`src/shared/tlar_pkg.sv`:
```
// Package with register map, field layout and shared types of the limit block.
package tlar_pkg;

   // ------------------------------------------------------------
   // Register pointers
   // ------------------------------------------------------------
   localparam logic [7:0] ptr_upper_limit    = 8'h02;
   localparam logic [7:0] ptr_lower_limit    = 8'h03;
   localparam logic [7:0] ptr_critical_limit = 8'h04;
   localparam logic [7:0] ptr_ambient_temp   = 8'h05;

   // ------------------------------------------------------------
   // Field layout
   // ------------------------------------------------------------
   localparam int limit_lsb       = 2;
   localparam int limit_msb       = 12;
   localparam int temp_msb        = 12;
   localparam int flag_crit_bit   = 15;
   localparam int flag_upper_bit  = 14;
   localparam int flag_lower_bit  = 13;
   localparam int quarter_lsb     = 2;

   // ------------------------------------------------------------
   // Reset values
   // ------------------------------------------------------------
   localparam logic [15:0] limit_reset   = 16'h0000;
   localparam logic [15:0] ambient_reset = 16'h0000;

   // Host register access, one word per cycle.
   typedef struct packed {
      logic        write_en;
      logic        read_en;
      logic [7:0]  pointer;
      logic [15:0] write_data;
   } tlar_access_type;

   // Limit-register write targets, selected by the decoder.
   typedef enum logic [1:0] {
      tlar_sel_none,
      tlar_sel_upper,
      tlar_sel_lower,
      tlar_sel_crit
   } tlar_sel_type;

endpackage

```
`src/core/tlar_core.sv`:
```
// Temperature limit registers, ambient result register and alert compare.
// ------------------------------------------------------------
// How it works
// RQ1: Upper, lower, critical limits at pointers 2-4.
// RQ2: Limits hold 11-bit signed quarter-degree values.
// RQ3: Bits 15-13 and 1-0 read zero, ignore writes.
// RQ4: Bit 12 is the limit sign bit.
// RQ5: Bits 11-2 store the limit magnitude bits.
// RQ6: Enabled alert asserts when temperature crosses limits; with alert_crit_only set, only the critical limit asserts it.
// RQ7: Read-only ambient register at pointer 5.
// RQ8: Ambient bits 12-0 double-buffered against conversions.
// RQ9: Each result loaded in parallel per conversion.
// RQ10: Bit 15 set when ambient at/above critical.
// RQ11: Bit 14 set when ambient above upper.
// RQ12: Bit 13 set when ambient below lower.
// RQ13: Window lock blocks upper and lower writes.
// RQ14: Quarter-degree resolution keeps two low bits zero.
// RQ15: Comparisons are signed with aligned quarter-degree fields.
// RQ16: Flags recomputed at each load with current limits.
// ------------------------------------------------------------
`timescale 1ns/10ps
`default_nettype none
module tlar_core #(
   parameter int temp_width = 13
) (
   input  wire logic                     ref_clk,
   input  wire logic                     sys_rst,
   input  wire tlar_pkg::tlar_access_type host_access,
   output logic                          read_valid,
   output logic [15:0]                   read_data,
   input  wire logic                     conversion_done,
   input  wire logic [temp_width-1:0]    conversion_result,
   input  wire logic                     window_lock,
   input  wire logic                     alert_enable,
   input  wire logic                     alert_crit_only,
   output logic                          alert_active
);

   localparam int lim_w = tlar_pkg::limit_msb - tlar_pkg::limit_lsb + 1;

   if (temp_width != tlar_pkg::temp_msb + 1) begin
      $error("tlar_core: temp_width must match the ambient field");
   end

   // ------------------------------------------------------------
   // Helpers
   // ------------------------------------------------------------
   // A limit sits at the quarter-degree step, so two zero bits bring it
   // onto the ambient grid before a signed compare.
   function automatic logic signed [12:0] align_limit(
      input logic [lim_w-1:0] lim
   );
      align_limit = signed'({lim, 2'b00}); // [RQ15]
   endfunction

   function automatic tlar_pkg::tlar_sel_type decode_limit(
      input logic [7:0] ptr
   );
      unique case (ptr)
         tlar_pkg::ptr_upper_limit:    decode_limit = tlar_pkg::tlar_sel_upper;
         tlar_pkg::ptr_lower_limit:    decode_limit = tlar_pkg::tlar_sel_lower;
         tlar_pkg::ptr_critical_limit: decode_limit = tlar_pkg::tlar_sel_crit;
         default:                      decode_limit = tlar_pkg::tlar_sel_none;
      endcase
   endfunction

   // ------------------------------------------------------------
   // Limit writes
   // ------------------------------------------------------------
   tlar_pkg::tlar_sel_type wr_sel;
   tlar_pkg::tlar_sel_type rd_sel;
   logic                   wr_allowed;
   logic [lim_w-1:0]       upper_q;
   logic [lim_w-1:0]       lower_q;
   logic [lim_w-1:0]       crit_q;
   logic [lim_w-1:0]       store_rd;

   assign wr_sel = decode_limit(host_access.pointer); // [RQ1]
   assign rd_sel = decode_limit(host_access.pointer);

   always_comb begin
      wr_allowed = host_access.write_en;
      if (wr_sel == tlar_pkg::tlar_sel_none) begin
         wr_allowed = 1'b0;
      end
      if (window_lock && (wr_sel == tlar_pkg::tlar_sel_upper ||
                          wr_sel == tlar_pkg::tlar_sel_lower)) begin
         wr_allowed = 1'b0; // [RQ13]
      end
   end

   // Only bits 12..2 are kept; the rest is dropped on write. [RQ3] [RQ5]
   tlar_limit_store #(
      .width(lim_w)
   ) u_store (
      .ref_clk     (ref_clk),
      .sys_rst     (sys_rst),
      .write_en    (wr_allowed),
      .write_index (2'(wr_sel)),
      .write_data  (host_access.write_data[tlar_pkg::limit_msb:
                                           tlar_pkg::limit_lsb]), // [RQ2]
      .read_index  (2'(rd_sel)),
      .read_data   (store_rd),
      .upper       (upper_q),
      .lower       (lower_q),
      .critical    (crit_q)
   );

   // ------------------------------------------------------------
   // Ambient result and flags
   // ------------------------------------------------------------
   logic [15:0]             ambient;
   logic signed [12:0]      next_temp;
   logic                    next_crit;
   logic                    next_upper;
   logic                    next_lower;

   always_comb begin
      next_temp = signed'(conversion_result);
      next_temp[tlar_pkg::quarter_lsb-1:0] = 2'b00; // [RQ14]
      next_crit  = next_temp >= align_limit(crit_q);  // [RQ10] [RQ15]
      next_upper = next_temp >  align_limit(upper_q); // [RQ11]
      next_lower = next_temp <  align_limit(lower_q); // [RQ12]
   end

   // The holding copy changes only on a completed conversion, so a host
   // read never sees half of an old and half of a new result.
   always_ff @(posedge ref_clk) begin
      if (sys_rst) begin
         ambient <= tlar_pkg::ambient_reset;
      end else if (conversion_done) begin
         ambient <= {next_crit, next_upper, next_lower,
                     next_temp}; // [RQ8] [RQ9] [RQ16]
      end
   end

   // ------------------------------------------------------------
   // Alert output
   // ------------------------------------------------------------
   // The alert follows the flags of the last loaded result, so while enabled it
   // only moves once per conversion period; clearing alert_enable drops it at the next clock edge.
   always_ff @(posedge ref_clk) begin
      if (sys_rst) begin
         alert_active <= 1'b0;
      end else if (!alert_enable) begin
         alert_active <= 1'b0;
      end else if (conversion_done) begin
         alert_active <= next_crit ||
                         (!alert_crit_only && (next_upper || next_lower)); // [RQ6]
      end
   end

   // ------------------------------------------------------------
   // Host reads
   // ------------------------------------------------------------
   logic       rd_pending;
   logic [7:0] rd_ptr;

   always_ff @(posedge ref_clk) begin
      if (sys_rst) begin
         rd_pending <= 1'b0;
         rd_ptr     <= 8'h00;
      end else begin
         rd_pending <= host_access.read_en;
         rd_ptr     <= host_access.pointer;
      end
   end

   // The limit store answers one cycle late, so the word is formed in the
   // second cycle; the ambient word is taken at that same moment.
   always_ff @(posedge ref_clk) begin
      if (sys_rst) begin
         read_valid <= 1'b0;
         read_data  <= 16'h0000;
      end else begin
         read_valid <= rd_pending;
         if (rd_pending) begin
            if (rd_ptr == tlar_pkg::ptr_ambient_temp) begin
               read_data <= ambient; // [RQ7]
            end else if (decode_limit(rd_ptr) != tlar_pkg::tlar_sel_none) begin
               read_data <= {3'b000, store_rd, 2'b00}; // [RQ3] [RQ4]
            end else begin
               read_data <= 16'h0000;
            end
         end
      end
   end

endmodule
`default_nettype wire

```
`src/core/tlar_limit_store.sv`:
```
// Small memory holding the three limit words with a registered read port.
`timescale 1ns/10ps
`default_nettype none
module tlar_limit_store #(
   parameter int width = 11
) (
   input  wire logic             ref_clk,
   input  wire logic             sys_rst,
   input  wire logic             write_en,
   input  wire logic [1:0]       write_index,
   input  wire logic [width-1:0] write_data,
   input  wire logic [1:0]       read_index,
   output logic      [width-1:0] read_data,
   output logic      [width-1:0] upper,
   output logic      [width-1:0] lower,
   output logic      [width-1:0] critical
);

   // ------------------------------------------------------------
   // Storage
   // ------------------------------------------------------------
   logic [width-1:0] mem [0:3];

   // A word narrower than two bits cannot hold a sign and a magnitude.
   if (width < 2) begin
      $error("tlar_limit_store: width too small");
   end

   always_ff @(posedge ref_clk) begin
      if (sys_rst) begin
         for (int i = 0; i < 4; i++) begin
            mem[i] <= '0;
         end
      end else if (write_en) begin
         mem[write_index] <= write_data;
      end
   end

   always_ff @(posedge ref_clk) begin
      if (sys_rst) begin
         read_data <= '0;
      end else begin
         read_data <= mem[read_index];
      end
   end

   assign upper    = mem[1];
   assign lower    = mem[2];
   assign critical = mem[3];

endmodule
`default_nettype wire

```
`config.mk`:
```
export PLATFORM = sky130hd
export DESIGN_NAME = tlar_core
export DESIGN_NICKNAME = d
export VERILOG_FILES = /design/src/shared/tlar_pkg.sv /design/src/core/tlar_core.sv /design/src/core/tlar_limit_store.sv
export SDC_FILE = /design/constraint.sdc
export NUM_CORES = 1
export LEC_CHECK = 0
export ABC_AREA = 1
export BUFFER_PORTS_ARGS = -buffer_cell sky130_fd_sc_hd__buf_2
export CAP_MARGIN = 15
export CORE_MARGIN = 3
export CORE_UTILIZATION = 60
export CTS_BUF_LIST = sky130_fd_sc_hd__clkbuf_8
export CTS_CLUSTER_SIZE = 14
export DETAILED_ROUTE_END_ITERATION = 10
export HOLD_SLACK_MARGIN = 0.12
export PLACE_DENSITY = 0.9
export SLEW_MARGIN = 20
export SYNTH_ARGS = -nofsm -noshare
export SYNTH_HDL_FRONTEND = slang
export SYNTH_HIERARCHICAL = 1
export SYNTH_SLANG_ARGS = --single-unit
```
`constraint.sdc`:
```
create_clock -name ref_clk -period 3.58 [get_ports ref_clk]
set_input_delay 0.179 -clock ref_clk [delete_from_list [all_inputs] [get_ports ref_clk]]
set_output_delay 0.179 -clock ref_clk [all_outputs]
set_load 0.005 [all_outputs]
```
# Word level (Yosys, flattened, before mapping)
# Memory sizes are Yosys's and may differ from the RTL's. A register that Yosys moved wholly into a read port is not among the register bits.
# Index checks and enable logic that the tools add are counted.
# word_totals
reg_bits	41
latchBits	0
mem_bits_rw	44
mem_bits_ro	0
in_bits	45
output_inout_bits	18
word_cells	47
memories	1
# memory_table
name	depth	word_bits	read_ports	rd_ports_with_merged_regs	wr	line_no	text
u_store.mem	4	11	4	1	4	tlar_limit_store.sv:22	logic [width-1:0] mem [0:3];
# op_classes
n_addsub	0
n_mul	0
div	0
magnitude_cmp	3
eq_ne	9
shifts	0
muxes	17
n_bitwise	1
n_reduce_logical	10
# ops
op	count
$eq A8 B2 Y1 const B	4
$eq A8 B3 Y1 const B	3
$mux W16	1
$ge A13 B13 Y1	1
$gt A13 B13 Y1	1
$lt A13 B13 Y1	1
$mux W13	1
$pmux W2 S3	2
$mux W11	1
$reduce_or A11 Y1	1
$mux W1	8
$mux W2	4
$logic_or A1 B1 Y1	3
$eq A2 B1 Y1 const B	1
$eq A2 B2 Y1 const B	1
$logic_and A1 B1 Y1	2
$logic_not A2 Y1	1
$reduce_bool A2 Y1	1
$reduce_or A2 Y1	1
$logic_not A1 Y1	1
$not A1 Y1	1

# Longest topological paths before layout
# Gate-level depths: netlist of the first run.
# logic_depth
ltp_word	11
depth_mapped	15
ltp_nobuf	14

# Hierarchy
# Netlist of the first run, hierarchy kept.
# modules_own_cells
mod	instances	cells_per_inst	area_each_um2	seq_area_each_um2
tlar_core	1	352	2416.1	780.7
tlar_limit_store	1	269	2408.6	1541.5

# Least setup slack after synthesis of the first run
# Ideal clock, no wire load.
# synth_path
kind	in2reg
startpoint	input host_access[22] (netlist bit)
endpoint	memory u_store.mem[3][0], enable pin
setup_ns	0.397
t_arrival_ns	2.452
required_time_ns	3.183
path_slack_ns	0.731
path_stages	10
n_path_buf	0
cell_sequence	inv_1 > nand4_1 > o31ai_1 > inv_1 > ha_1 > nand2_1 > nand2_1 > nor2_1 > inv_1 > o31ai_1
# synth_rtl
element	line_no	text
from (decl)	tlar_core.sv:28	input wire tlar_pkg::tlar_access_type host_access,
to (decl)	tlar_limit_store.sv:22	

==> results of run 1 <==
[registers in the layout, summed over array words and instances (netlist names)]
register,cells
u_store/mem,44
rd_pending,1
ambient,14
read_valid,1
read_data,14
u_store/read_data,11
rd_ptr,8
alert_active,1
[placed cells by master (no fill, tap or decap), types with 3 or more instances in the layout]
| cell type | instances |
|---|---|
| edfxtp_1 | 44 |
| inv_1 | 132 |
| dfxtp_1 | 50 |
| bufinv_16 | 3 |
| nand4_1 | 6 |
| ha_1 | 33 |
| nand2_1 | 133 |
| clkbuf_8 | 10 |
| a31oi_1 | 11 |
| nand3_1 | 29 |
| buf_2 | 53 |
| buf_4 | 4 |
| a21oi_1 | 28 |
| dlygate4sd3_1 | 19 |
| nor2_1 | 83 |
| o21ai_0 | 30 |
| and2_1 | 4 |
[power by group through the flow]
stage	registers, mW	clock network, mW	logic (mW)
2_1_floorplan	1.23	0	0.162
3_3_place_gp	1.24	0	0.225
3_5_place_dp	1.24	0	0.241
4_1_cts	1.21	0.865	0.261
5_1_grt	1.22	0.915	0.302
6_report	1.22	0.849	0.266
[kinds of logic after synthesis]
| group | count (synthesis) |
|---|---|
| other | 1 |
| buffers and inverters | 158 |
| AND/OR/NAND/NOR | 259 |
| XOR/XNOR | 1 |
| flip-flops | 94 |
| AO/OA/AOI/OAI | 75 |
| adder cells (fa/ha/maj) | 33 |
[final cells by class]
class                      instances  area share, %
clock inverter                     6          2.036
tap                              102          2.282
inverter                         134          8.993
timing repair buffer              76          8.680
multi-input combinational        370          34.03
clock buffer                      10          2.461
sequential                        94          41.52
[worst reg2reg max path: stages, from the launching register on]
cell,delay [ps]
edfxtp_1,370
inv_1,50
ha_1,330
nand2_1,100
nor2_1,180
and2_1,190
nand2_1,70
nand4_1,80
nand3_1,130
nand2_1,80
nand2_1,70
a21oi_1,150
[path summary, 6_finish.rpt]
kind,from,endpoint,slack (ps),cells past startpoint
setup / recovery,host_access[22],u_store/mem[1][4],420,15
hold / removal,conversion_result[6],ambient[6],140,3
setup reg to reg,u_store/mem[1][10],alert_active,1720,11
hold reg to reg,u_store/read_data[0],read_data[2],470,2
[cell usage after synthesis]
cell type / n / area share (%)
o21ai_0: 30 / 3.1
xnor2_1: 1 / 0.18
o31ai_1: 2 / 0.31
o211ai_1: 1 / 0.16
a2111oi_2: 1 / 0.31
nor3_1: 2 / 0.21
buf_2: 10 / 1.0
ha_1: 33 / 8.6
nand2_2: 1 / 0.13
a21o_1: 2 / 0.31
a31oi_1: 11 / 1.4
edfxtp_1: 44 / 27
buf_4: 2 / 0.31
clkbuf_1: 11 / 0.86
buf_6: 1 / 0.23
a21oi_1: 28 / 2.9
nor3_2: 1 / 0.21
inv_2: 2 / 0.16
and2_1: 4 / 0.52
conb_1: 1 / 0.078
nand3_1: 29 / 3.0
nand2_1: 133 / 10
inv_1: 132 / 10
dfxtp_1: 50 / 21
nor2_1: 83 / 6.5
nand4_1: 6 / 0.78
[metal layers]
| layer | global-route usage, % | vias up |
|---|---|---|
| met5 | 0 | - |
| met4 | 11.26 | 0 |
| met3 | 4.025 | 30 |
| met2 | 41.17 | 138 |
| met1 | 30.56 | 1839 |
| li1 | - | 2054 |
[per-stage QoR]
stage               utilization (%)  hold slack (ps)
floorplan                         -            248.1
global placement              66.16            392.1
detailed placement            66.16            394.3
finish                        72.00            141.8
global route                  72.00            140.3
CTS                           71.84            125.8
[what timing repair did]
| item | CTS | global route |
|---|---|---|
| hold endpoints to repair | 19 | 0 |
| gates resized for setup | 0 | 0 |
| hold buffers | 19 | 0 |
| buffers inserted | 0 | 0 |
==> results.toml, run 1 <==
[detailed_routing]
dr.pass1.iters = 5
drc_errors = 0
wl_met3_um = 559
viasPerCell = 5.128
top_layer = "met4"
route.vias.total = 4061
wl_met2_um = 5211
drt_iter0_drc = 205
ant_nets = 0
wl_met1_um = 4530
drt_wl_total_um = 10620
drt-wirelength-per-cell_um = 13.41

[power]
ir_drop_mv = 0.3141
total_power_mw = 2.330
power_leakage_nw = 2.841
p_per_area_nw_per_um2 = 416.6
power_frac_seq_pct = 52.2
netSwitchingFraction_pct = 23.67
p_comb_share_pct = 11.4
switchingPower_mw = 0.5515
p_int_mw = 1.778
power.clock.fraction_pct = 36.4

[global_route]
first_global_vias = 3870
grt_max_degree = 30
grtUsageTotal_pct = 24.42
grt-ovfl-total = 0
antenna_found_initial = 0
grt_pass1_wl_um = 17400

[sta]
worst_slew_pin_slew_ps = 851.9
finalSetupViolCount = 0
fin_tns_setup_ps = 0
fin_crit_sh_pct = 88.18
finalCriticalPeriod_ps = 3157
slew_viol_final = 0
fin_skew_ps = 7.140
worst_slack_ps = 423.3
hold_violations = 0
slew-limit-headroom_pct = 43.00
rsz0062_at_grt = "false"
fmax_mhz = 316.8

[worst_setup_path]
worst-path-buf-inv = 4
critPathSlowestCell = "dlygate4sd3_1"
cp.arrival_ps = 3150
cp.required_ps = 3580
cpPeakStageDelay_ps = 530
crit_top_cell = "nand2_1"
cp-start-kind = "input port"
end_kind = "flip-flop"
crit_chain = "dlygate4sd3_1, buf_2, inv_1, nand4_1, nor3_1, nand3_1, and2_1, ha_1, nand2_1, nand2_1, nor2_1, inv_1, nor3_2, nand2_1, nand2_1"
critical-path-top-delay-family = "simple AND/OR/NAND/NOR gates"
path_max_fanout = 12
path_class = "input port to flip-flop"

[layout]
fin_nets = 763
final_cells = 792
antenna_cells = 0
drive_above_1_share_pct = 11.45
fin_area_um2 = 5593
multi_input_area_um2 = 1903
nFillCells = 546
syn2layout_area_growth_pct = 15.92
regArea_um2 = 2322

[clocking]
clkLatencyLatePin_ps = 350
cts_max_path_buffers = 2
htree_levels = 3
cts_buffers = 9
cts_root_buf = "clkbuf_8"
clk_pin_slew_ps = 80
cts_tree = "yes"
clock_sinks = 94

[die]
num_io_pins = 63
die_w_um = 95.67
rows = 32
die-area_um2 = 9153
coreArea_um2 = 7767
floorplan.initialDensity_pct = 62.11
die_y_um = 95.67

[placed_design]
port_buffers = 53
dpl.cell_count = 757
place_hpwl_um = 7703
placedInstanceArea_um2 = 5139
place_ws_ps = 699.7
gp_congestion = 0.8257

[logic_synthesis]
ys_ff_latch = 94
yosys.area_share.simple_pct = 21.65
syn_area_per_cell_um2 = 7.769
synth_area_um2 = 4825
yosysSeqAreaShare_pct = 48.13
synth.area.mux_share_pct = 0
yosys_warnings = 6
yosys.area_share.adder_pct = 8.558
synth_top_family_by_area = "simple AND/OR/NAND/NOR gates"
synth_compound_area_share_pct = 8.532
yosys.area_share.xor_xnor_pct = 0.1815
syn_inst = 621
yosysUniqueCellTypes = 26

[outcome]
status = "finished clean"

[worst_hold_path]
hp-class = "input port to flip-flop"

[flow_run]
cap_violations = 0
Note: power is estimated with default switching activity, not from simulation.
==> inputs of run 2 (changes only) <==
--- a/config.mk
+++ b/config.mk
@@ -14,9 +14,8 @@
 export CTS_CLUSTER_SIZE = 14
 export DETAILED_ROUTE_END_ITERATION = 10
 export HOLD_SLACK_MARGIN = 0.12
-export PLACE_DENSITY = 0.9
+export PLACE_DENSITY = 0.91
 export SLEW_MARGIN = 20
 export SYNTH_ARGS = -nofsm -noshare
 export SYNTH_HDL_FRONTEND = slang
-export SYNTH_HIERARCHICAL = 1
 export SYNTH_SLANG_ARGS = --single-unit
==> run 2 against run 1 <==
Net effect:
- via count decreased by 1.4%
- cell area decreased by 3.7%
- critical path depth decreased by 1
- clock power decreased by 0.7%
- non-clock buffer count decreased by 3
- synthesized cell count decreased by 7.9%
- sequential cell count unchanged
- area after synthesis decreased by 2.7%
- core utilization increased by 0.67 points
- first-iteration DRC count increased by 64%
- sequential share of layout area increased by 1.6 points
- clock skew about the same
==> results.toml, run 2 <==
[sta]
rsz0062_at_grt = "false"
hold_violations = 0
finalCriticalPeriod_ps = 3215
fin_crit_sh_pct = 89.80
fin_skew_ps = 7.567
finalSetupViolCount = 0
worst_slew_pin_slew_ps = 886.2
fin_tns_setup_ps = 0
holdWs_ps = 134.9
fmax_mhz = 311.0
worst_slack_ps = 365.1
slew_viol_final = 0
slew-limit-headroom_pct = 40.70

[worst_setup_path]
crit_chain = "dlygate4sd3_1, buf_2, nor4_4, nand3_2, o21ai_4, inv_2, ha_1, nand2_1, nand2_1, nor2_1, nand2_1, nor2_1, nand2_2, nand2_2"
startpoint = "host_access[21]"
cp.required_ps = 3630
cp-endpoint = "u_store.mem[2][7]"
crit_top_cell = "nand2_1"
cpPeakStageDelay_ps = 530
critPathSlowestCell = "dlygate4sd3_1"
worst-path-stages = 14
cp-start-kind = "input port"
r2r_end = "alert_active"
reg2reg_from = "u_store.mem[3][10]"
worst-path-buf-inv = 3
critical-path-top-delay-family = "simple AND/OR/NAND/NOR gates"
cp.arrival_ps = 3260
r2r_cells = 11
path_class = "input port to flip-flop"
r2r_slack_ps = 1180
path_max_fanout = 13
end_kind = "flip-flop"

[placed_design]
place_ws_ps = 420.8
gp_congestion = 0.9261
port_buffers = 53
place_hpwl_um = 8080

[die]
num_io_pins = 63
rows = 31
die_w_um = 94.46
die-area_um2 = 8922
die_y_um = 94.46
coreArea_um2 = 7408
floorplan.initialDensity_pct = 63.37

[outcome]
status = "finished clean"

[power]
ir_drop_mv = 0.2570
power.clock.fraction_pct = 36.4
netSwitchingFraction_pct = 24.36
p_comb_share_pct = 11.5
power_frac_seq_pct = 52.2
switchingPower_mw = 0.5644
power_leakage_nw = 2.554
p_per_area_nw_per_um2 = 430.3
p_int_mw = 1.753

[flow_run]
cap_violations = 0

[clocking]
cts_setup_buffers = 0
clk_pin_slew_ps = 90
htree_levels = 3
clkLatencyLatePin_ps = 360
cts_max_path_buffers = 2
cts_tree = "yes"
cts_buffers = 9
cts_root_buf = "clkbuf_8"
clock_sinks = 94

[detailed_routing]
ant_nets = 0
drt-wirelength-per-cell_um = 14.96
route.vias.total = 4003
drc_errors = 0
viasPerCell = 5.454
dr.pass1.iters = 6
drt_wl_total_um = 10980
drt_iter0_drc = 337

[layout]
regArea_um2 = 2322
final_cell_mix = "nand2_1, inv_1, nor2_1, buf_2, dfxtp_1"
top_register = "u_store.mem"
drive_above_1_share_pct = 13.70
nFillCells = 560
fin_nets = 708
reg_top3 = "u_store.mem x44, ambient x14, read_data x14"
largest_reg_flops = 44
antenna_cells = 0
syn2layout_area_growth_pct = 14.69
final_common_cell = "nand2_1"
multi_input_area_um2 = 1937

[logic_synthesis]
yosysMostFrequentCell = "nand2_1"
yosysTopAreaCellShare_pct = 28.14
synth.top_cells.by_area = "edfxtp_1, dfxtp_1, nand2_1"
yosys_warnings = 0
synth_area_um2 = 4695
synth_top_area_cell = "edfxtp_1"
yosys-top-cells-count = "nand2_1, inv_1, nor2_1"
syn_area_per_cell_um2 = 8.207
syn_inst = 572
yosys_most_used_dff = "dfxtp_1"
ys_ff_latch = 94
yosysUniqueCellTypes = 31
synthArstFlopShare_pct = 0
synth-edff-count = 44
yosysSeqAreaShare_pct = 49.47

[worst_hold_path]
hp-class = "input port to flip-flop"

[global_route]
grtUsageTotal_pct = 26.55
antenna_found_initial = 0
grt_pass1_wl_um = 18340
grt_max_degree = 34
first_global_vias = 3983
grt-ovfl-total = 0
==> run 2: repair_timing <==
action                     in CTS  in global routing
hold buffers                   11                  0
setup endpoints to repair       0                 22
hold endpoints to repair       10                  0
resized for setup               0                  2
==> run 2: per-stage QoR <==
| step | instances | area (um^2) | util, % | power [mW] |
|---|---|---|---|---|
| after floorplan | 573 | 4698 | - | 1.386 |
| after CTS | 734 | 5379 | 72.61 | 2.325 |
| after global routing | 734 | 5384 | 72.67 | 2.424 |
| after detailed placement | 707 | 5026 | 67.84 | 1.482 |
| final | 734 | 5384 | 72.67 | 2.317 |
| after global placement | 707 | 5026 | 67.84 | 1.464 |
==> run 2: final cells by class <==
cell class / count / share of cell area (%)
clock buffer: 9 / 2.301
tap: 99 / 2.301
multi-input combinational: 368 / 35.97
inverter: 84 / 5.856
sequential: 94 / 43.13
timing repair buffer: 73 / 8.227
clock inverter: 7 / 2.208
==> run 2: worst min-delay path, delay by kind of cell <==
| family | cells | cell delay (ps) |
|---|---|---|
| simple gates | 2 | 140 |
| buf+inv | 1 | 140 |
==> run 2: cell families after synthesis <==
family | share of synthesized area, %
AND/OR/NAND/NOR | 23.16
flip-flops | 49.47
XOR/XNOR | 0.1866
adder cells (fa/ha/maj) | 8.795
buffers and inverters | 9.488
AO/OA/AOI/OAI | 8.822
other | 0.07988
==> run 2: how the worst min path moves through the flow <==
stage | from | end | slack [ps] | cells past startpoint
2_1_floorplan | sys_rst | ambient[15] | 250 | 1
4_1_cts | conversion_result[7] | ambient[7] | 120 | 3
3_5_place_dp | host_access[24] | rd_pending | 400 | 3
3_3_place_gp | host_access[24] | rd_pending | 380 | 3
6_report | conversion_result[12] | ambient[12] | 130 | 3
5_1_grt | conversion_result[6] | ambient[6] | 140 | 3
==> run 2: layer usage <==
| metal | up-vias | routed length (um) | global-route usage, % |
|---|---|---|---|
| met4 | 0 | 323 | 11.18 |
| met5 | - | 0 | 0 |
| met3 | 34 | 657 | 5.737 |
| li1 | 1974 | - | - |
| met2 | 172 | 5292 | 44.62 |
| met1 | 1823 | 4705 | 33.16 |
==> run 2: power by group through the flow <==
stage	clock, mW	sequential (mW)	combinational [mW]
CTS	0.855	1.21	0.261
floorplan	0	1.22	0.163
global route	0.905	1.22	0.303
detailed placement	0	1.23	0.248
global placement	0	1.23	0.234
finish	0.843	1.21	0.265
